`src/core/psw_pkg.sv`:
```
package psw_pkg;

    localparam int NUM_CH = 4;
    localparam int ADDR_W = 8;
    localparam int DATA_W = 32;
    localparam int FN_W = 4;

    // Per-channel register window: channel index in the upper nibble
    localparam int CH_SEL_LSB = 4;
    localparam int CH_SEL_W = 4;
    localparam logic [3:0] REG_CTRL = 4'h0;
    localparam logic [3:0] REG_PORTCFG = 4'h4;
    localparam logic [3:0] REG_STATUS = 4'h8;
    localparam logic [3:0] REG_EVENT = 4'hC;

    // Control register fields
    localparam int CTRL_W = 6;
    localparam int CTRL_TX_FLOAT = 0;
    localparam int CTRL_RX_FLOAT = 1;
    localparam int CTRL_SLOT_FLOAT = 2;
    localparam int CTRL_LINE_MON = 3;
    localparam int CTRL_TERM_SW = 4;
    localparam int CTRL_ANALOG_SW = 5;
    localparam logic [CTRL_W-1:0] CTRL_RST = 6'h00;

    // Port function register fields
    localparam int PCFG_W = 8;
    localparam int PCFG_TX_LSB = 0;
    localparam int PCFG_RX_LSB = 4;
    localparam logic [PCFG_W-1:0] PCFG_RST = 8'h00;

    // Multi-function port codes
    localparam logic [FN_W-1:0] FN_TX_FLOAT_HI = 4'h8;
    localparam logic [FN_W-1:0] FN_TX_FLOAT_LO = 4'hE;
    localparam logic [FN_W-1:0] FN_RX_SYS_FLOAT = 4'hD;

    // Status register fields
    localparam int STAT_W = 6;
    localparam int STAT_TX_FLOAT = 0;
    localparam int STAT_RX_FLOAT = 1;
    localparam int STAT_TX_PIN = 2;
    localparam int STAT_RX_PIN = 3;
    localparam int STAT_TX_FN_ON = 4;
    localparam int STAT_RX_FN_ON = 5;

    // Event register fields, write one to clear
    localparam int EVT_W = 2;
    localparam int EVT_TX_SWAP = 0;
    localparam int EVT_RX_SWAP = 1;
    localparam logic [EVT_W-1:0] EVT_RST = 2'h0;

    // Monitor-mode sensitivity, resistive attenuation in dB
    localparam int LINE_MON_ATTEN_DB = 20;

    localparam logic [DATA_W-1:0] DATA_ZERO = 32'h0000_0000;

endpackage

```
`src/core/psw_chan_if.sv`:
```
`timescale 1ns/1ps
interface psw_chan_if;
    import psw_pkg::*;

    logic tx_line_float_bit;
    logic [FN_W-1:0] tx_port_a_function;
    logic tx_multi_port_a;
    logic tx_float;
    logic tx_fn_on;

    logic rx_sys_float_bit;
    logic rx_slot_float_enable;
    logic [FN_W-1:0] rx_port_a_function;
    logic rx_multi_port_a;
    logic rx_slot_active;
    logic rx_float;
    logic rx_fn_on;
    logic rx_data_oe;
    logic rx_clk_oe;
    logic rx_pullup_en;

    modport tx (
        input tx_line_float_bit,
        input tx_port_a_function,
        input tx_multi_port_a,
        output tx_float,
        output tx_fn_on
    );

    modport rx (
        input rx_sys_float_bit,
        input rx_slot_float_enable,
        input rx_port_a_function,
        input rx_multi_port_a,
        input rx_slot_active,
        output rx_float,
        output rx_fn_on,
        output rx_data_oe,
        output rx_clk_oe,
        output rx_pullup_en
    );

endinterface

```
`src/core/psw_top.sv`:
```
// Behaviour
// - Software sets a channel's transmit float bit to tristate its line driver.
// - Transmit port A code 1110 is low-active float input, 1000 high-active.
// - Transmit line floats when register bit OR asserted port input is true.
// - Low-active port: float equals register bit OR inverted pin level.
// - Every channel owns its float bit and port, switching works across devices.
// - Receive system float bit holds data, signaling, clock, marker outputs high-Z, no pulls.
// - Receive port configured as float input: effective control is bit XOR pin.
// - Effective receive float 1 tristates all four outputs regardless of slot enable.
// - Effective 0: slot enable 0 never floats; 1 floats data/signaling with pull-up when idle.
// - Shared board signal low: channel 1 active; high: channel 2 active.
// - Line monitor bit puts the equalizer in monitor mode, 20 dB more sensitive.
//
// The Wishbone interface to the registers and the address map were decided locally.
`timescale 1ns/1ps
module psw_top
    import psw_pkg::*;
#(
    parameter int N_CH = NUM_CH
)(
    input wire logic clk_i,
    input wire logic rst_i,
    input wire logic wb_cyc_i,
    input wire logic wb_stb_i,
    input wire logic wb_we_i,
    input wire logic [ADDR_W-1:0] wb_adr_i,
    input wire logic [DATA_W-1:0] wb_dat_i,
    input wire logic [3:0] wb_sel_i,
    output logic [DATA_W-1:0] wb_dat_o,
    output logic wb_ack_o,
    input wire logic [N_CH-1:0] tx_multi_port_a_i,
    input wire logic [N_CH-1:0] rx_multi_port_a_i,
    input wire logic [N_CH-1:0] rx_slot_active_i,
    output logic [N_CH-1:0] tx_line_oe_o,
    output logic [N_CH-1:0] rx_data_oe_o,
    output logic [N_CH-1:0] rx_signaling_oe_o,
    output logic [N_CH-1:0] rx_sys_clock_oe_o,
    output logic [N_CH-1:0] rx_frame_marker_oe_o,
    output logic [N_CH-1:0] rx_pullup_en_o,
    output logic [N_CH-1:0] line_monitor_mode_o,
    output logic [N_CH-1:0] term_resistor_switch_o,
    output logic [N_CH-1:0] analog_switch_o
);

    // Bus decode
    logic req;
    logic wr_stb;
    logic [CH_SEL_W-1:0] adr_ch;
    logic [3:0] adr_reg;
    logic ch_ok;
    logic ack_r;
    logic [DATA_W-1:0] rd_nxt;
    logic [DATA_W-1:0] rd_r;

    // Per-channel register state
    logic [CTRL_W-1:0] ctrl_r [N_CH];
    logic [PCFG_W-1:0] pcfg_r [N_CH];
    logic [EVT_W-1:0] evt_r [N_CH];
    logic [N_CH-1:0] tx_float_prev_r;
    logic [N_CH-1:0] rx_float_prev_r;
    logic [N_CH-1:0] line_mon_r;
    logic [N_CH-1:0] term_sw_r;
    logic [N_CH-1:0] analog_sw_r;

    // Per-channel combinational results
    logic [N_CH-1:0] tx_float;
    logic [N_CH-1:0] rx_float;
    logic [N_CH-1:0] tx_fn_on;
    logic [N_CH-1:0] rx_fn_on;
    logic [N_CH-1:0] rx_data_oe;
    logic [N_CH-1:0] rx_clk_oe;
    logic [N_CH-1:0] rx_pullup;
    logic [STAT_W-1:0] stat [N_CH];

    assign req = wb_cyc_i & wb_stb_i & ~ack_r;
    assign wr_stb = req & wb_we_i;
    assign adr_ch = wb_adr_i[CH_SEL_LSB +: CH_SEL_W];
    assign adr_reg = wb_adr_i[CH_SEL_LSB-1:0];
    assign ch_ok = (32'(adr_ch) < N_CH);

    // One wait cycle per access; ack drops the cycle after it was given
    always_ff @(posedge clk_i) begin
        if (rst_i) begin
            ack_r <= 1'b0;
        end else begin
            ack_r <= req;
        end
    end

    assign wb_ack_o = ack_r;

    // Read mux: unmapped channels and offsets read as zero but still ack
    always_comb begin
        rd_nxt = DATA_ZERO;
        if (ch_ok) begin
            case (adr_reg)
                REG_CTRL: begin
                    rd_nxt[CTRL_W-1:0] = ctrl_r[adr_ch[$clog2(N_CH)-1:0]];
                end
                REG_PORTCFG: begin
                    rd_nxt[PCFG_W-1:0] = pcfg_r[adr_ch[$clog2(N_CH)-1:0]];
                end
                REG_STATUS: begin
                    rd_nxt[STAT_W-1:0] = stat[adr_ch[$clog2(N_CH)-1:0]];
                end
                REG_EVENT: begin
                    rd_nxt[EVT_W-1:0] = evt_r[adr_ch[$clog2(N_CH)-1:0]];
                end
                default: begin
                    rd_nxt = DATA_ZERO;
                end
            endcase
        end
    end

    always_ff @(posedge clk_i) begin
        if (rst_i) begin
            rd_r <= DATA_ZERO;
        end else if (req && !wb_we_i) begin
            rd_r <= rd_nxt;
        end
    end

    assign wb_dat_o = rd_r;

    genvar g;
    generate
        for (g = 0; g < N_CH; g++) begin : g_ch
            logic sel_ch;
            logic wr_ctrl;
            logic wr_pcfg;
            logic wr_evt;
            logic [EVT_W-1:0] evt_set;
            logic [EVT_W-1:0] evt_clr;

            psw_chan_if ch_if ();

            assign sel_ch = ch_ok && (32'(adr_ch) == g);
            assign wr_ctrl = wr_stb & sel_ch & (adr_reg == REG_CTRL) & wb_sel_i[0];
            assign wr_pcfg = wr_stb & sel_ch & (adr_reg == REG_PORTCFG) & wb_sel_i[0];
            assign wr_evt = wr_stb & sel_ch & (adr_reg == REG_EVENT) & wb_sel_i[0];

            // Each channel has private bits and a private port
            always_ff @(posedge clk_i) begin
                if (rst_i) begin
                    ctrl_r[g] <= CTRL_RST;
                end else if (wr_ctrl) begin
                    ctrl_r[g] <= wb_dat_i[CTRL_W-1:0];
                end
            end

            always_ff @(posedge clk_i) begin
                if (rst_i) begin
                    pcfg_r[g] <= PCFG_RST;
                end else if (wr_pcfg) begin
                    pcfg_r[g] <= wb_dat_i[PCFG_W-1:0];
                end
            end

            assign ch_if.tx_line_float_bit = ctrl_r[g][CTRL_TX_FLOAT];
            assign ch_if.tx_port_a_function = pcfg_r[g][PCFG_TX_LSB +: FN_W];
            assign ch_if.tx_multi_port_a = tx_multi_port_a_i[g];
            assign ch_if.rx_sys_float_bit = ctrl_r[g][CTRL_RX_FLOAT];
            assign ch_if.rx_slot_float_enable = ctrl_r[g][CTRL_SLOT_FLOAT];
            assign ch_if.rx_port_a_function = pcfg_r[g][PCFG_RX_LSB +: FN_W];
            assign ch_if.rx_multi_port_a = rx_multi_port_a_i[g];
            assign ch_if.rx_slot_active = rx_slot_active_i[g];

            psw_tx_float u_tx (
                .ch (ch_if)
            );

            psw_rx_float u_rx (
                .ch (ch_if)
            );

            // Shared board signal with opposite port polarities swaps roles
            assign tx_float[g] = ch_if.tx_float;
            assign rx_float[g] = ch_if.rx_float;
            assign tx_fn_on[g] = ch_if.tx_fn_on;
            assign rx_fn_on[g] = ch_if.rx_fn_on;
            assign rx_data_oe[g] = ch_if.rx_data_oe;
            assign rx_clk_oe[g] = ch_if.rx_clk_oe;
            assign rx_pullup[g] = ch_if.rx_pullup_en;

            always_comb begin
                stat[g] = '0;
                stat[g][STAT_TX_FLOAT] = tx_float[g];
                stat[g][STAT_RX_FLOAT] = rx_float[g];
                stat[g][STAT_TX_PIN] = tx_multi_port_a_i[g];
                stat[g][STAT_RX_PIN] = rx_multi_port_a_i[g];
                stat[g][STAT_TX_FN_ON] = tx_fn_on[g];
                stat[g][STAT_RX_FN_ON] = rx_fn_on[g];
            end

            // Role swap flags let software see a board-driven switchover
            always_ff @(posedge clk_i) begin
                if (rst_i) begin
                    tx_float_prev_r[g] <= 1'b0;
                    rx_float_prev_r[g] <= 1'b0;
                end else begin
                    tx_float_prev_r[g] <= tx_float[g];
                    rx_float_prev_r[g] <= rx_float[g];
                end
            end

            always_comb begin
                evt_set = '0;
                evt_set[EVT_TX_SWAP] = tx_float[g] ^ tx_float_prev_r[g];
                evt_set[EVT_RX_SWAP] = rx_float[g] ^ rx_float_prev_r[g];
                evt_clr = wr_evt ? wb_dat_i[EVT_W-1:0] : '0;
            end

            // A new swap in the clear cycle survives the clear
            always_ff @(posedge clk_i) begin
                if (rst_i) begin
                    evt_r[g] <= EVT_RST;
                end else begin
                    evt_r[g] <= (evt_r[g] & ~evt_clr) | evt_set;
                end
            end

            // Analog front-end settings are held in flops
            always_ff @(posedge clk_i) begin
                if (rst_i) begin
                    line_mon_r[g] <= 1'b0;
                    term_sw_r[g] <= 1'b0;
                    analog_sw_r[g] <= 1'b0;
                end else begin
                    line_mon_r[g] <= ctrl_r[g][CTRL_LINE_MON];
                    term_sw_r[g] <= ctrl_r[g][CTRL_TERM_SW];
                    analog_sw_r[g] <= ctrl_r[g][CTRL_ANALOG_SW];
                end
            end
        end
    endgenerate

    // Enables stay combinational so a board swap needs no bus traffic
    assign tx_line_oe_o = ~tx_float;
    assign rx_data_oe_o = rx_data_oe;
    assign rx_signaling_oe_o = rx_data_oe;
    assign rx_sys_clock_oe_o = rx_clk_oe;
    assign rx_frame_marker_oe_o = rx_clk_oe;
    assign rx_pullup_en_o = rx_pullup;
    // Equalizer raises sensitivity by LINE_MON_ATTEN_DB in this mode
    assign line_monitor_mode_o = line_mon_r;
    assign term_resistor_switch_o = term_sw_r;
    assign analog_switch_o = analog_sw_r;

endmodule

```
`src/core/psw_tx_float.sv`:
```
`timescale 1ns/1ps
module psw_tx_float
    import psw_pkg::*;
(
    psw_chan_if.tx ch
);

    logic fn_hi;
    logic fn_lo;
    logic pin_asserted;

    always_comb begin
        fn_hi = (ch.tx_port_a_function == FN_TX_FLOAT_HI);
        fn_lo = (ch.tx_port_a_function == FN_TX_FLOAT_LO);
        pin_asserted = 1'b0;
        if (fn_hi) begin
            pin_asserted = ch.tx_multi_port_a;
        end else if (fn_lo) begin
            pin_asserted = ~ch.tx_multi_port_a;
        end
    end

    // No clocking here so the board signal reaches the driver at once
    assign ch.tx_fn_on = fn_hi | fn_lo;
    assign ch.tx_float = ch.tx_line_float_bit | pin_asserted;

endmodule

```
`src/core/psw_rx_float.sv`:
```
`timescale 1ns/1ps
module psw_rx_float
    import psw_pkg::*;
(
    psw_chan_if.rx ch
);

    logic fn_on;
    logic eff_float;
    logic slot_idle;

    always_comb begin
        fn_on = (ch.rx_port_a_function == FN_RX_SYS_FLOAT);
        eff_float = ch.rx_sys_float_bit;
        if (fn_on) begin
            eff_float = ch.rx_sys_float_bit ^ ch.rx_multi_port_a;
        end
        slot_idle = ch.rx_slot_float_enable & ~ch.rx_slot_active;
    end

    assign ch.rx_fn_on = fn_on;
    assign ch.rx_float = eff_float;
    // Constant float overrides the slot enable and carries no pull
    assign ch.rx_clk_oe = ~eff_float;
    assign ch.rx_data_oe = ~eff_float & ~slot_idle;
    assign ch.rx_pullup_en = ~eff_float & slot_idle;

endmodule

```
`config.mk`:
```
export PLATFORM = sky130hd
export DESIGN_NAME = psw_top
export DESIGN_NICKNAME = d
export VERILOG_FILES = /design/src/core/psw_pkg.sv /design/src/core/psw_chan_if.sv /design/src/core/psw_top.sv /design/src/core/psw_tx_float.sv /design/src/core/psw_rx_float.sv
export SDC_FILE = /design/constraint.sdc
export NUM_CORES = 1
export LEC_CHECK = 0
export ABC_CLOCK_PERIOD_IN_PS = 2780
export BUFFER_PORTS_ARGS = -buffer_cell sky130_fd_sc_hd__buf_2
export CORE_ASPECT_RATIO = 0.6
export CORE_UTILIZATION = 57
export CTS_CLUSTER_DIAMETER = 50
export DETAILED_ROUTE_END_ITERATION = 6
export MAX_ROUTING_LAYER = met4
export PLACE_DENSITY = 0.85
export SYNTH_ARGS = -nofsm -noshare
export SYNTH_HDL_FRONTEND = slang
export SYNTH_SLANG_ARGS = --single-unit
```
`constraint.sdc`:
```
create_clock -name clk_i -period 2.78 [get_ports clk_i]
set_input_delay 0.278 -clock clk_i [delete_from_list [all_inputs] [get_ports clk_i]]
set_output_delay 0.278 -clock clk_i [all_outputs]
set_load 0.1 [all_outputs]
```
==> summary.md, run 1 <==
| Metric | Value |
|---|---|
| Status | completed |
| Initial antenna violation count | 0 |
| Top Ports | 130 |
| Total GRT Usage | 29.2% |
| Wirelength per Cell | 19.5 µm |
| Post-CTS Setup Inserts | 0 |
| Min Tclk post-route | 2.49 ns |
| Largest net degree at the start of global routing | 33 |
| Fmax | 401 MHz |
| Post-Route WL | 11700 µm |
| Number of diodes | 0 |
| GRT Residual Overflow | 0 |
| Final worst-path cycle share | 89.6% |
| Post-synth cell types | 49 |
| Clock Sink Count | 93 |
| R2R cell count | 4 |
| Sequential-to-total area share from yosys stat | 49.7% |
| CTS tree | yes |
| Worst VDD drop | 0.489 mV |
| Top_reg_cell synth | edfxtp_1 |
| First-pass GRT wire length | 18000 µm |
| Synth Cell Area | 4880 µm² |
| Area of the multi-input gates | 2080 µm² |
| Synth Register Bits | 93 |
| Layout area overhead | 10.8% |
| Port Buffers | 78 |
| Vias post-DR | 3513 |
| Hold Crit Class | primary input to register |
| CTS Root Cell | clkbuf_16 |
| Rows | 25 |
| Die X | 121 µm |
| Starting Density | 60.4% |
| Crit path largest cell delay | 0.41 ns |
| HPWL after DPL | 8680 µm |
| Total power | 3.38 mW |
| Worst hold start | wb_cyc_i |
| H-tree depth | 3 |
| Setup Skew | 0.00683 ns |
| Synth warn | 0 |
| Crit Path Max Fanout | 4 |
| Max Slew Vio Count | 0 |
| Slew headroom | 53.3% |
| CP startpoint kind | register |
| Skew-Pair Late Insertion Delay | 0.35 ns |
| Crit path from | pcfg_r[2][5] |
| Filler cell count | 617 |
| Leakage power | 2.25 nW |
| Most frequent cells in the layout | 78 x buf_2, 56 x and2_1, 56 x edfxtp_1, 37 x dfxtp_1, 29 x nor2_1 |
| Finish-stage setup viols | 0 |
| Async SR Flop Fraction | 0% |
| Layout cells sized above 1 | 23.6% |
| GPL Wtd Cong | 0.944 |
| Post-synth EDFFs | 56 |
| Clk slew on worst S/H paths | 0.06 ns |
| Vias in the first global route | 3364 |
| Core area | 8070 µm² |
| Pwr/cell area | 626 nW/µm² |
| Via/cell ratio | 5.86 |
| Hold Buf Count CTS | 0 |
| Most common cell after layout, fill and taps aside | buf_2 |
| DRC violations left | 0 |
| 1st-iter DRT viols | 323 |
| Required @ worst endpoint | 2.50 ns |
| CP arrival | 2.21 ns |
| Fin util | 66.9% |
| Final TNS setup | 0 ns |
| Flop2flop setup slack | 0.59 ns |
| Unrepaired setup endpoints after global routing | false |
| Worst-margin pin slew | 0.695 ns |
| Die H | 73.7 µm |
| Flip-flop and latch area | 2420 µm² |
| Syn avg cell area | 11.4 µm² |
| Num CTS Buffers | 9 |
| Element type at the critical path end | output pin |
| CTS resizes | 0 |
| Total iterations of the first detailed-routing run | 7 |
| CP max stage cell | edfxtp_1 |
| WS Path Type | register to output pin |
| Max Cap Violations | 0 |
| Reg2reg start | wb_ack_o |
| Die area | 8940 µm² |
| Routed Antenna Nets | 0 |
| WHS Path Cells | 2 |
| Cells after synthesis | 429 |
| Worst-path cell chain | and4b_1 > nand2_1 > xnor2_1 > inv_1 > and3_1 > buf_2 |
| Max clock buf depth | 2 |
| Fin nets | 548 |
| Final Hold Fails | 0 |
==> path summary, 6_finish.rpt <==
path	endpoint
worst max register to register	pcfg_r[0][6]
worst max-delay path	rx_pullup_en_o[2]
worst min register to register	line_monitor_mode_o[3]
worst min-delay path	wb_ack_o
==> cells in the mapped netlist, drive strengths merged, types with 11 or more instances <==
cell type  number  area [µm²]
inv            11        41.3
nand2          25        93.8
nor2b          14        87.6
dfxtp          37         741
nor2           30         115
buf            50         385
a21oi          16        80.1
xnor2          11        96.3
and2           56         350
edfxtp         56        1680
mux4           19         462
==> power breakdown <==
part	total, mW	internal [mW]	leakage [nW]	switching, mW
sequential	1.55	1.51	0.872	0.0338
clock	1.23	0.705	0.147	0.528
combinational	0.602	0.125	1.23	0.478
total	3.38	2.34	2.25	1.04
==> worst max-delay path: cells and delay by family (launching register included) <==
| family | cells | cell delay, ns |
|---|---|---|
| XOR/XNOR | 1 | 0.38 |
| buffers and inverters | 2 | 0.43 |
| flip-flops | 1 | 0.41 |
| AND/OR/NAND/NOR | 3 | 0.63 |
==> logic make-up (layout without fill, tap and decap cells) <==
| family | Yosys count | after routing | share of synthesized area, % |
|---|---|---|---|
| other cells | 1 | 24 | 0.0769 |
| xor+xnor | 16 | 16 | 2.87 |
| simple gates | 176 | 176 | 21.0 |
| compound gates | 51 | 51 | 6.64 |
| mux | 23 | 23 | 10.4 |
| flops | 93 | 93 | 49.7 |
| buf+inv | 69 | 109 | 9.36 |
==> routing by layer <==
layer | wire, µm | up-vias | part of all wire [%] | global-route usage (%)
met1 | 4970 | 1705 | 43 | 38.1
met5 | 0 | - | 0 | -
met4 | 138 | 0 | 1.2 | 8.09
met2 | 5180 | 203 | 44 | 43.4
li1 | - | 1590 | - | -
met3 | 1400 | 15 | 12 | 10.2
==> flip-flops by register name (all words and copies together), names as in the netlist <==
signal and cells:
wb_dat_o 8, ctrl_r 24, rx_float_prev_r 4, term_resistor_switch_o 4, tx_float_prev_r 4, evt_r 8
pcfg_r 32, wb_ack_o 1, analog_switch_o 4, line_monitor_mode_o 4
==> stage by stage <==
step,hold slack [ns],setup WS (ns),cells,area (µm²)
CTS,0.200,0.262,600,5400
global placement,0.462,0.505,584,5100
detailed placement,0.462,0.437,584,5100
global route,0.198,0.147,600,5400
finish,0.206,0.288,600,5400
floorplan,0.434,0.0684,452,4960
==> cell type report <==
cell class                      instances  share of cell area, %
Clock buffer                           10                   4.24
Multi-Input combinational cell        290                   38.6
Tap cell                              108                   2.50
Clock inverter                          6                   1.30
Timing Repair Buffer                   82                   7.78
Sequential cell                        93                   44.8
Inverter                               11                  0.764
No activity file was read; power rests on OpenSTA's default activity.
==> run 2: changes to the inputs <==
- ABC_AREA: unset -> 1
- BUFFER_PORTS_ARGS: -buffer_cell sky130_fd_sc_hd__buf_2 -> unset
- CORE_ASPECT_RATIO: 0.6 -> 1.5
- CORE_UTILIZATION: 57 -> 69
- DONT_BUFFER_PORTS: unset -> 1
==> run 2 against run 1 <==
  * The run now ends with DRC left
  * First-iteration DRC count is 17% higher
  * Maximum frequency is 12% higher
  * Non-clock buffer count is 66 lower
  * Via count is 12% higher
  * Sequential share of layout area is 1.8 points higher
  * Final cell count is 12% higher
  * Utilization is 8.8 points higher
  * Critical path type unchanged
  * Clock power is 29% lower
  * Critical endpoint is now tx_line_oe_o[0]
==> summary.md, run 2 <==
| Metric | Value |
|---|---|
| Post-synth top area share | 34.2% (-0.25 points) |
| Min Tclk post-route | 2.23 ns (-0.266 ns) |
| CTS tree | yes |
| Post-Route WL | 11900 µm (+2.1%) |
| Top_reg_cell synth | edfxtp_1 |
| Post-CTS Setup Inserts | 0 (unchanged) |
| Fin util | 75.8% (+8.8 points) |
| CP arrival | 1.95 ns (-0.26 ns) |
| Clock Sink Count | 93 (unchanged) |
| Finish-stage setup viols | 0 (unchanged) |
| Post-synth EDFFs | 56 (unchanged) |
| Port Buffers | 0 (-100%) |
| Num CTS Buffers | 9 (unchanged) |
| GPL Wtd Cong | 0.972 (+3.0%) |
| Layout cells sized above 1 | 10.4% (-13 points) |
| Slew headroom | 23.1% (-30 points) |
| Final worst-path cycle share | 80.1% (-9.6 points) |
| Met3 Use GR | 6.41% (-3.8 points) |
| Syn avg cell area | 8.21 µm² (-28%) |
| Total iterations of the first detailed-routing run | 7 (unchanged) |
| DRC violations left | 24 (+24) |
| Wirelength per Cell | 17.7 µm (-8.9%) |
| Final Hold Fails | 0 (unchanged) |
| First-pass GRT wire length | 18400 µm (+2.4%) |
| Core area | 6850 µm² (-15%) |
| CTS Root Cell | clkbuf_8 |
| CP max stage cell | inv_1 |
| Worst-margin pin slew | 1.15 ns (+0.455 ns) |
| Min setup slack post-route | 0.554 ns (+0.266 ns) |
| CP startpoint kind | register |
| Die X | 70.9 µm (-42%) |
| Sequential-to-total area share from yosys stat | 49.3% (-0.35 points) |
| Largest net degree at the start of global routing | 34 (+3.0%) |
| Number of diodes | 0 (unchanged) |
| Max reg flops | 32 (unchanged) |
| 1st-iter DRT viols | 377 (+17%) |
| Top Ports | 130 (unchanged) |
| Total GRT Usage | 34.4% (+5.1 points) |
| Final TNS setup | 0 ns (unchanged) |
| Total power | 3.02 mW (-11%) |
| Routed Antenna Nets | 0 (unchanged) |
| Most frequent cells in the layout | 106 x nand2_1, 92 x nor2_1, 74 x inv_1, 56 x edfxtp_1, 40 x nand3_1 |
| Vias post-DR | 3947 (+12%) |
| Rows | 37 (+48%) |
| Clk slew on worst S/H paths | 0.08 ns (+0.02 ns) |
| HPWL after DPL | 9110 µm (+4.9%) |
| Skew-Pair Late Insertion Delay | 0.37 ns (+0.02 ns) |
| Flip-flop and latch area | 2420 µm² (unchanged) |
| Hold Buf Count CTS | 1 (+1) |
| Fin nets | 650 (+19%) |
| Biggest register | pcfg_r |
| Required @ worst endpoint | 2.50 ns (about the same) |
| Async SR Flop Fraction | 0% (unchanged) |
| Via/cell ratio | 5.87 (+0.32%) |
| Post-synth top area cell | edfxtp_1 |
| WS Path Type | register to output pin |
| Max clock buf depth | 2 (unchanged) |
| Crit Path Max Fanout | 3 (-1) |
| Area of the multi-input gates | 1930 µm² (-7.6%) |
| Top flop regs | pcfg_r x32, ctrl_r x24 |
| Synth warn | 0 (unchanged) |
| Die area | 7470 µm² (-16%) |
| Failing checks | DRC |
| Filler cell count | 506 (-18%) |
| Most common cell in the netlist | nand2_1 |
| Commonest cells post-synth | 110 x nand2_1, 96 x nor2_1, 74 x inv_1 |
| Leakage power | 2.28 nW (+1.5%) |
| Setup Skew | 0.0128 ns (+0.00594 ns) |
| Met1 Use GR | 39.2% (+1.1 points) |
| Worst VDD drop | 0.446 mV (-8.8%) |
| Setup Slack @ Placement | 0.849 ns (+0.413 ns) |
| Cells after synthesis | 598 (+39%) |
| Layout area overhead | 5.71% |
| Max Slew Vio Count | 0 (unchanged) |
| Synth top area cells | edfxtp_1 34%, dfxtp_1 15%, nand2_1 8.4% |
| Fmax | 449 MHz (+12%) |
| Crit path largest cell delay | 0.68 ns (+0.27 ns) |
| Gr busiest metal | met2 |
| Max Cap Violations | 0 (unchanged) |
| Hold Crit Class | primary input to register |
| Initial antenna violation count | 0 (unchanged) |
| Most common cell after layout, fill and taps aside | nand2_1 |
| Min Hold Slack | 0.109 ns (-0.0972 ns) |
| H-tree depth | 3 (unchanged) |
| GRT Residual Overflow | 0 (unchanged) |
| Worst-path cell chain | nand2_1 > inv_1 > nand3_1 > nand3_1 > inv_1 |
| Starting Density | 71.7% (+11 points) |
| Vias in the first global route | 3754 (+12%) |
| Die H | 105 µm (+43%) |
| CTS resizes | 0 (unchanged) |
| Pwr/cell area | 582 nW/µm² (-7.0%) |
| Element type at the critical path end | output pin |
| Unrepaired setup endpoints after global routing | false |
| Synth Register Bits | 93 (unchanged) |
| Routing usage on met2 | 57.3% (+14 points) |
| Status | finished, violations left |
| Post-synth cell types | 34 (-31%) |
| Synth Cell Area | 4910 µm² (+0.72%) |
==> run 2: cell count changes after synthesis, sizes merged, moves of 11 or more <==
cell	before	now
and2	56	0
nand3	4	41
nand2	25	112
inv	11	82
nor2	30	100
nand4	3	16
o21ai	9	28
mux4	19	0
nor2b	14	0
o22ai	3	14
==> run 2: logic make-up (layout without fill, tap and decap cells) <==
group	count (synthesis)	in the layout	synth area share, %
and+or+nand+nor	279	279	25.9
DFF	93	93	49.3
buffers and inverters	142	115	14.5
AOI/OAI and AO/OA	71	71	8.13
xor gates and xnor gates	12	12	2.14
other	1	24	0.0763
==> run 2: final cells by class <==
class	count	area share, %
clock inverters	5	0.988
clock buffers	11	2.72
flip-flops and latches	93	46.7
repair buffers	16	4.67
multi-input cells	386	37.1
inverters	83	6.00
well taps	78	1.88
==> run 2: metal layers <==
metal,part of all wire [%],routed length (µm)
met1,36,4330
met2,51,6130
met3,8.5,1010
met4,3.8,454
met5,0,0
==> run 2: worst paths after layout <==
| path | from | to | slack (ns) | depth (start not counted) |
|---|---|---|---|---|
| setup reg to reg | pcfg_r[0][7] | evt_r[0][1] | 0.90 | 6 |
| hold / removal | wb_adr_i[7] | wb_dat_o[7] | 0.11 | 3 |
| hold reg to reg | evt_r[0][0] | evt_r[0][0] | 0.48 | 2 |
| setup / recovery | pcfg_r[0][1] | tx_line_oe_o[0] | 0.55 | 5 |
==> run 2: through the flow <==
step	instances	instance area, µm²
after floorplan	621	5000
after global placement	655	4990
after detailed placement	655	4990
after CTS	672	5190
after global routing	672	5190
final	672	5190
==> run 2: where the power goes <==
group	switching (mW)	internal (mW)	leakage, nW
clock	0.439	0.434	0.0967
combinational	0.462	0.0941	1.31
sequential	0.0814	1.51	0.872
==> run 2: worst max-delay path: cells and delay by family (launching register included) <==
kind          cells  cell delay, ns
flops             1            0.45
buf+inv           2            0.73
simple gates      3            0.40
==> run 3: changes to the inputs <==
- ABC_CLOCK_PERIOD_IN_PS: 2780 -> 1800
- CORE_UTILIZATION: 69 -> 57
- PLACE_DENSITY: 0.85 -> 0.75
- clock period: 2.78 -> 1.8 ns (I/O delays scaled with it)
==> run 3 against run 2 <==
  * Power up 80%
  * Routed wire length rose by 11%
  * Sequential cell count is the same
  * Cell area rose by 13%
  * Via count is 5.8% higher
  * Setup slack got worse by 0.60 ns
  * The flow finishes with violations (setup timing)
  * Final cell count grew 11%
  * Clock-buffer cell count unchanged
  * Critical path type unchanged
==> summary.md, run 3 (synthesis results as in run 2) <==
| Metric | Value |
|---|---|
| Total iterations of the first detailed-routing run | 5 (-2) |
| Layout cells sized above 1 | 20.2% (+9.7 points) |
| Most frequent cells in the layout | 100 x nand2_1, 89 x nor2_1, 66 x inv_1, 56 x edfxtp_1, 45 x buf_4 |
| Die H | 116 µm (+9.8%) |
| Flop2flop setup slack | 0.15 ns (-0.75 ns) |
| Met1 Use GR | 35.3% (-3.9 points) |
| Routed Antenna Nets | 0 (unchanged) |
| Hold worst-path end | wb_dat_o[7] |
| CTS tree | yes |
| Total power | 5.44 mW (+80%) |
| Die area | 9000 µm² (+21%) |
| Placed Area | 5340 µm² (+7.0%) |
| Fin util | 70.2% (-5.6 points) |
| Starting Density | 58.7% (-13 points) |
| HPWL after DPL | 9870 µm (+8.4%) |
| Via/cell ratio | 5.59 (-4.8%) |
| Total GRT Usage | 31.1% (-3.2 points) |
| GPL Wtd Cong | 1.02 (+4.8%) |
| Finish-stage setup viols | 9 (+9) |
| GRT Residual Overflow | 0 (unchanged) |
| Rows | 41 (+11%) |
| Core area | 8360 µm² (+22%) |
| H-tree depth | 3 (unchanged) |
| Min setup slack post-route | -0.0425 ns (-0.596 ns) |
| Max Cap Violations | 0 (unchanged) |
| Most used cell, CP | inv_1 |
| CP startpoint kind | register |
| Flip-flop and latch area | 2420 µm² (about the same) |
| Area of the multi-input gates | 2010 µm² (+4.2%) |
| Port Buffers | 0 (unchanged) |
| Unrepaired setup endpoints after global routing | true |
| Fin nets | 696 (+7.1%) |
| 1st-iter DRT viols | 468 (+24%) |
| Crit Path Max Fanout | 3 (unchanged) |
| Vias in the first global route | 3907 (+4.1%) |
| Top flop regs | pcfg_r x32, ctrl_r x24 |
| Max Slew Vio Count | 0 (unchanged) |
| Worst-path cell chain | inv_1 > nand4_1 > inv_1 > nand2_1 > nand2_2 > inv_2 > nor3_4 > clkbuf_16 |
| Vias post-DR | 4177 (+5.8%) |
| WS Path Type | register to output pin |
| CTS Root Cell | clkbuf_16 |
| CP max stage cell | edfxtp_1 |
| Post-layout instance area | 5870 µm² (+13%) |
| Max reg flops | 32 (unchanged) |
| Filler cell count | 637 (+26%) |
| Layout area overhead | 19.5% |
| Met3 Use GR | 4.80% (-1.6 points) |
| Clk slew on worst S/H paths | 0.06 ns (-0.02 ns) |
| Worst-margin pin slew | 1.23 ns (+0.0816 ns) |
| Die X | 77.8 µm (+9.7%) |
| RR Endpoint | wb_dat_o[1] |
| Failing checks | setup timing |
| Routing usage on met2 | 53.2% (-4.1 points) |
| Largest net degree at the start of global routing | 34 (unchanged) |
| Num CTS Buffers | 9 (unchanged) |
| Final worst-path cycle share | 102% |
| Status | finished, violations left |
| Setup Slack @ Placement | 0.132 ns (-0.717 ns) |
| Worst VDD drop | 0.671 mV (+50%) |
| Final Hold Fails | 0 (unchanged) |
| Worst hold start | wb_adr_i[7] |
| Min Tclk post-route | 1.84 ns |
| Skew-Pair Late Insertion Delay | 0.34 ns (-0.03 ns) |
| Initial antenna violation count | 0 (unchanged) |
| R2R cell count | 10 (+4) |
| CP arrival | 1.66 ns (-0.29 ns) |
| Gr busiest metal | met2 |
| Min Hold Slack | 0.0414 ns (-0.0678 ns) |
| Max clock buf depth | 2 (unchanged) |
| Setup Skew | 0.00793 ns (-0.00484 ns) |
| WHS Path Cells | 3 (unchanged) |
| Wirelength per Cell | 17.7 µm (-0.35%) |
| Slew headroom | 17.6% (-5.5 points) |
| Reg2reg start | pcfg_r[0][5] |
| Element type at the critical path end | output pin |
| Most common cell after layout, fill and taps aside | nand2_1 |
| Leakage power | 2.62 nW (+15%) |
| First-pass GRT wire length | 20000 µm (+8.3%) |
| Post-Route WL | 13200 µm (+11%) |
| Required @ worst endpoint | 1.62 ns (-0.88 ns) |
| DRC violations left | 0 (-100%) |
| Clock Sink Count | 93 (unchanged) |
| Crit path largest cell delay | 0.35 ns (-0.33 ns) |
| Fmax | 543 MHz |
| Biggest register | pcfg_r |
| Hold Crit Class | primary input to register |
| Pwr/cell area | 927 nW/µm² (+59%) |
| Number of diodes | 0 (unchanged) |
| Top Ports | 130 (unchanged) |
[run 3: changes by cell type in the layout (fill, tap and decap cells not counted), moves of 4 or more]
cell,before,now
buf_4,7,45
clkbuf_8,10,0
clkbuf_16,4,13
inv_1,74,66
inv_2,8,14
nand2_1,106,100
nand2_2,6,11
nor3_2,4,0
nor3_4,1,5
[run 3: area by class of cell]
cell class	count	area share (%)
clock buffers	11	3.97
flip-flops and latches	93	41.3
well taps	107	2.28
clock inverters	5	1.43
repair buffers	62	11.4
multi-input cells	386	34.2
inverters	83	5.39
[run 3: repair_timing]
item,CTS,global route
endpoints found under the hold margin,33,0
buffers inserted,6,5
gates resized for setup,17,21
pin swaps,7,8
endpoints found under the setup margin,18,21
hold buffers,1,0
[run 3: worst max-delay path by stage]
| stage | start | to | slack (ns) | cells after the start |
|---|---|---|---|---|
| 2_1_floorplan | wb_ack_o | pcfg_r[2][0] | 0.03 | 6 |
| 3_3_place_gp | wb_adr_i[1] | pcfg_r[2][0] | 0.22 | 7 |
| 3_5_place_dp | wb_adr_i[1] | pcfg_r[2][4] | 0.13 | 7 |
| 4_1_cts | pcfg_r[3][5] | rx_pullup_en_o[3] | -0.07 | 8 |
| 5_1_grt | pcfg_r[1][5] | rx_pullup_en_o[1] | -0.15 | 8 |
| 6_report | pcfg_r[1][5] | rx_pullup_en_o[1] | -0.04 | 8 |
[run 3: power breakdown]
part           switching [mW]  leakage (nW)  internal (mW)
Clock                   0.795         0.146           1.22
Sequential             0.0472         0.872           2.34
Combinational           0.826          1.60          0.215
Total                    1.67          2.62           3.77
[run 3: metal layers]
layer / routed length, µm / vias to the layer above
met5: 0 / -
met3: 988 / 43
met4: 493 / 0
met1: 4930 / 1941
met2: 6800 / 246
li1: - / 1947
[run 3: metrics by stage]
stage	cells	setup TNS, ns
finish	747	-0.140
global route	747	-1.15
CTS	742	-0.228
detailed placement	719	0
global placement	719	0
floorplan	621	0
[run 3: critical path: cells and delay by family, from the launching register on]
| kind | cells | cell delay [ns] |
|---|---|---|
| buffers and inverters | 4 | 0.48 |
| flip-flops | 1 | 0.35 |
| AND/OR/NAND/NOR | 4 | 0.48 |
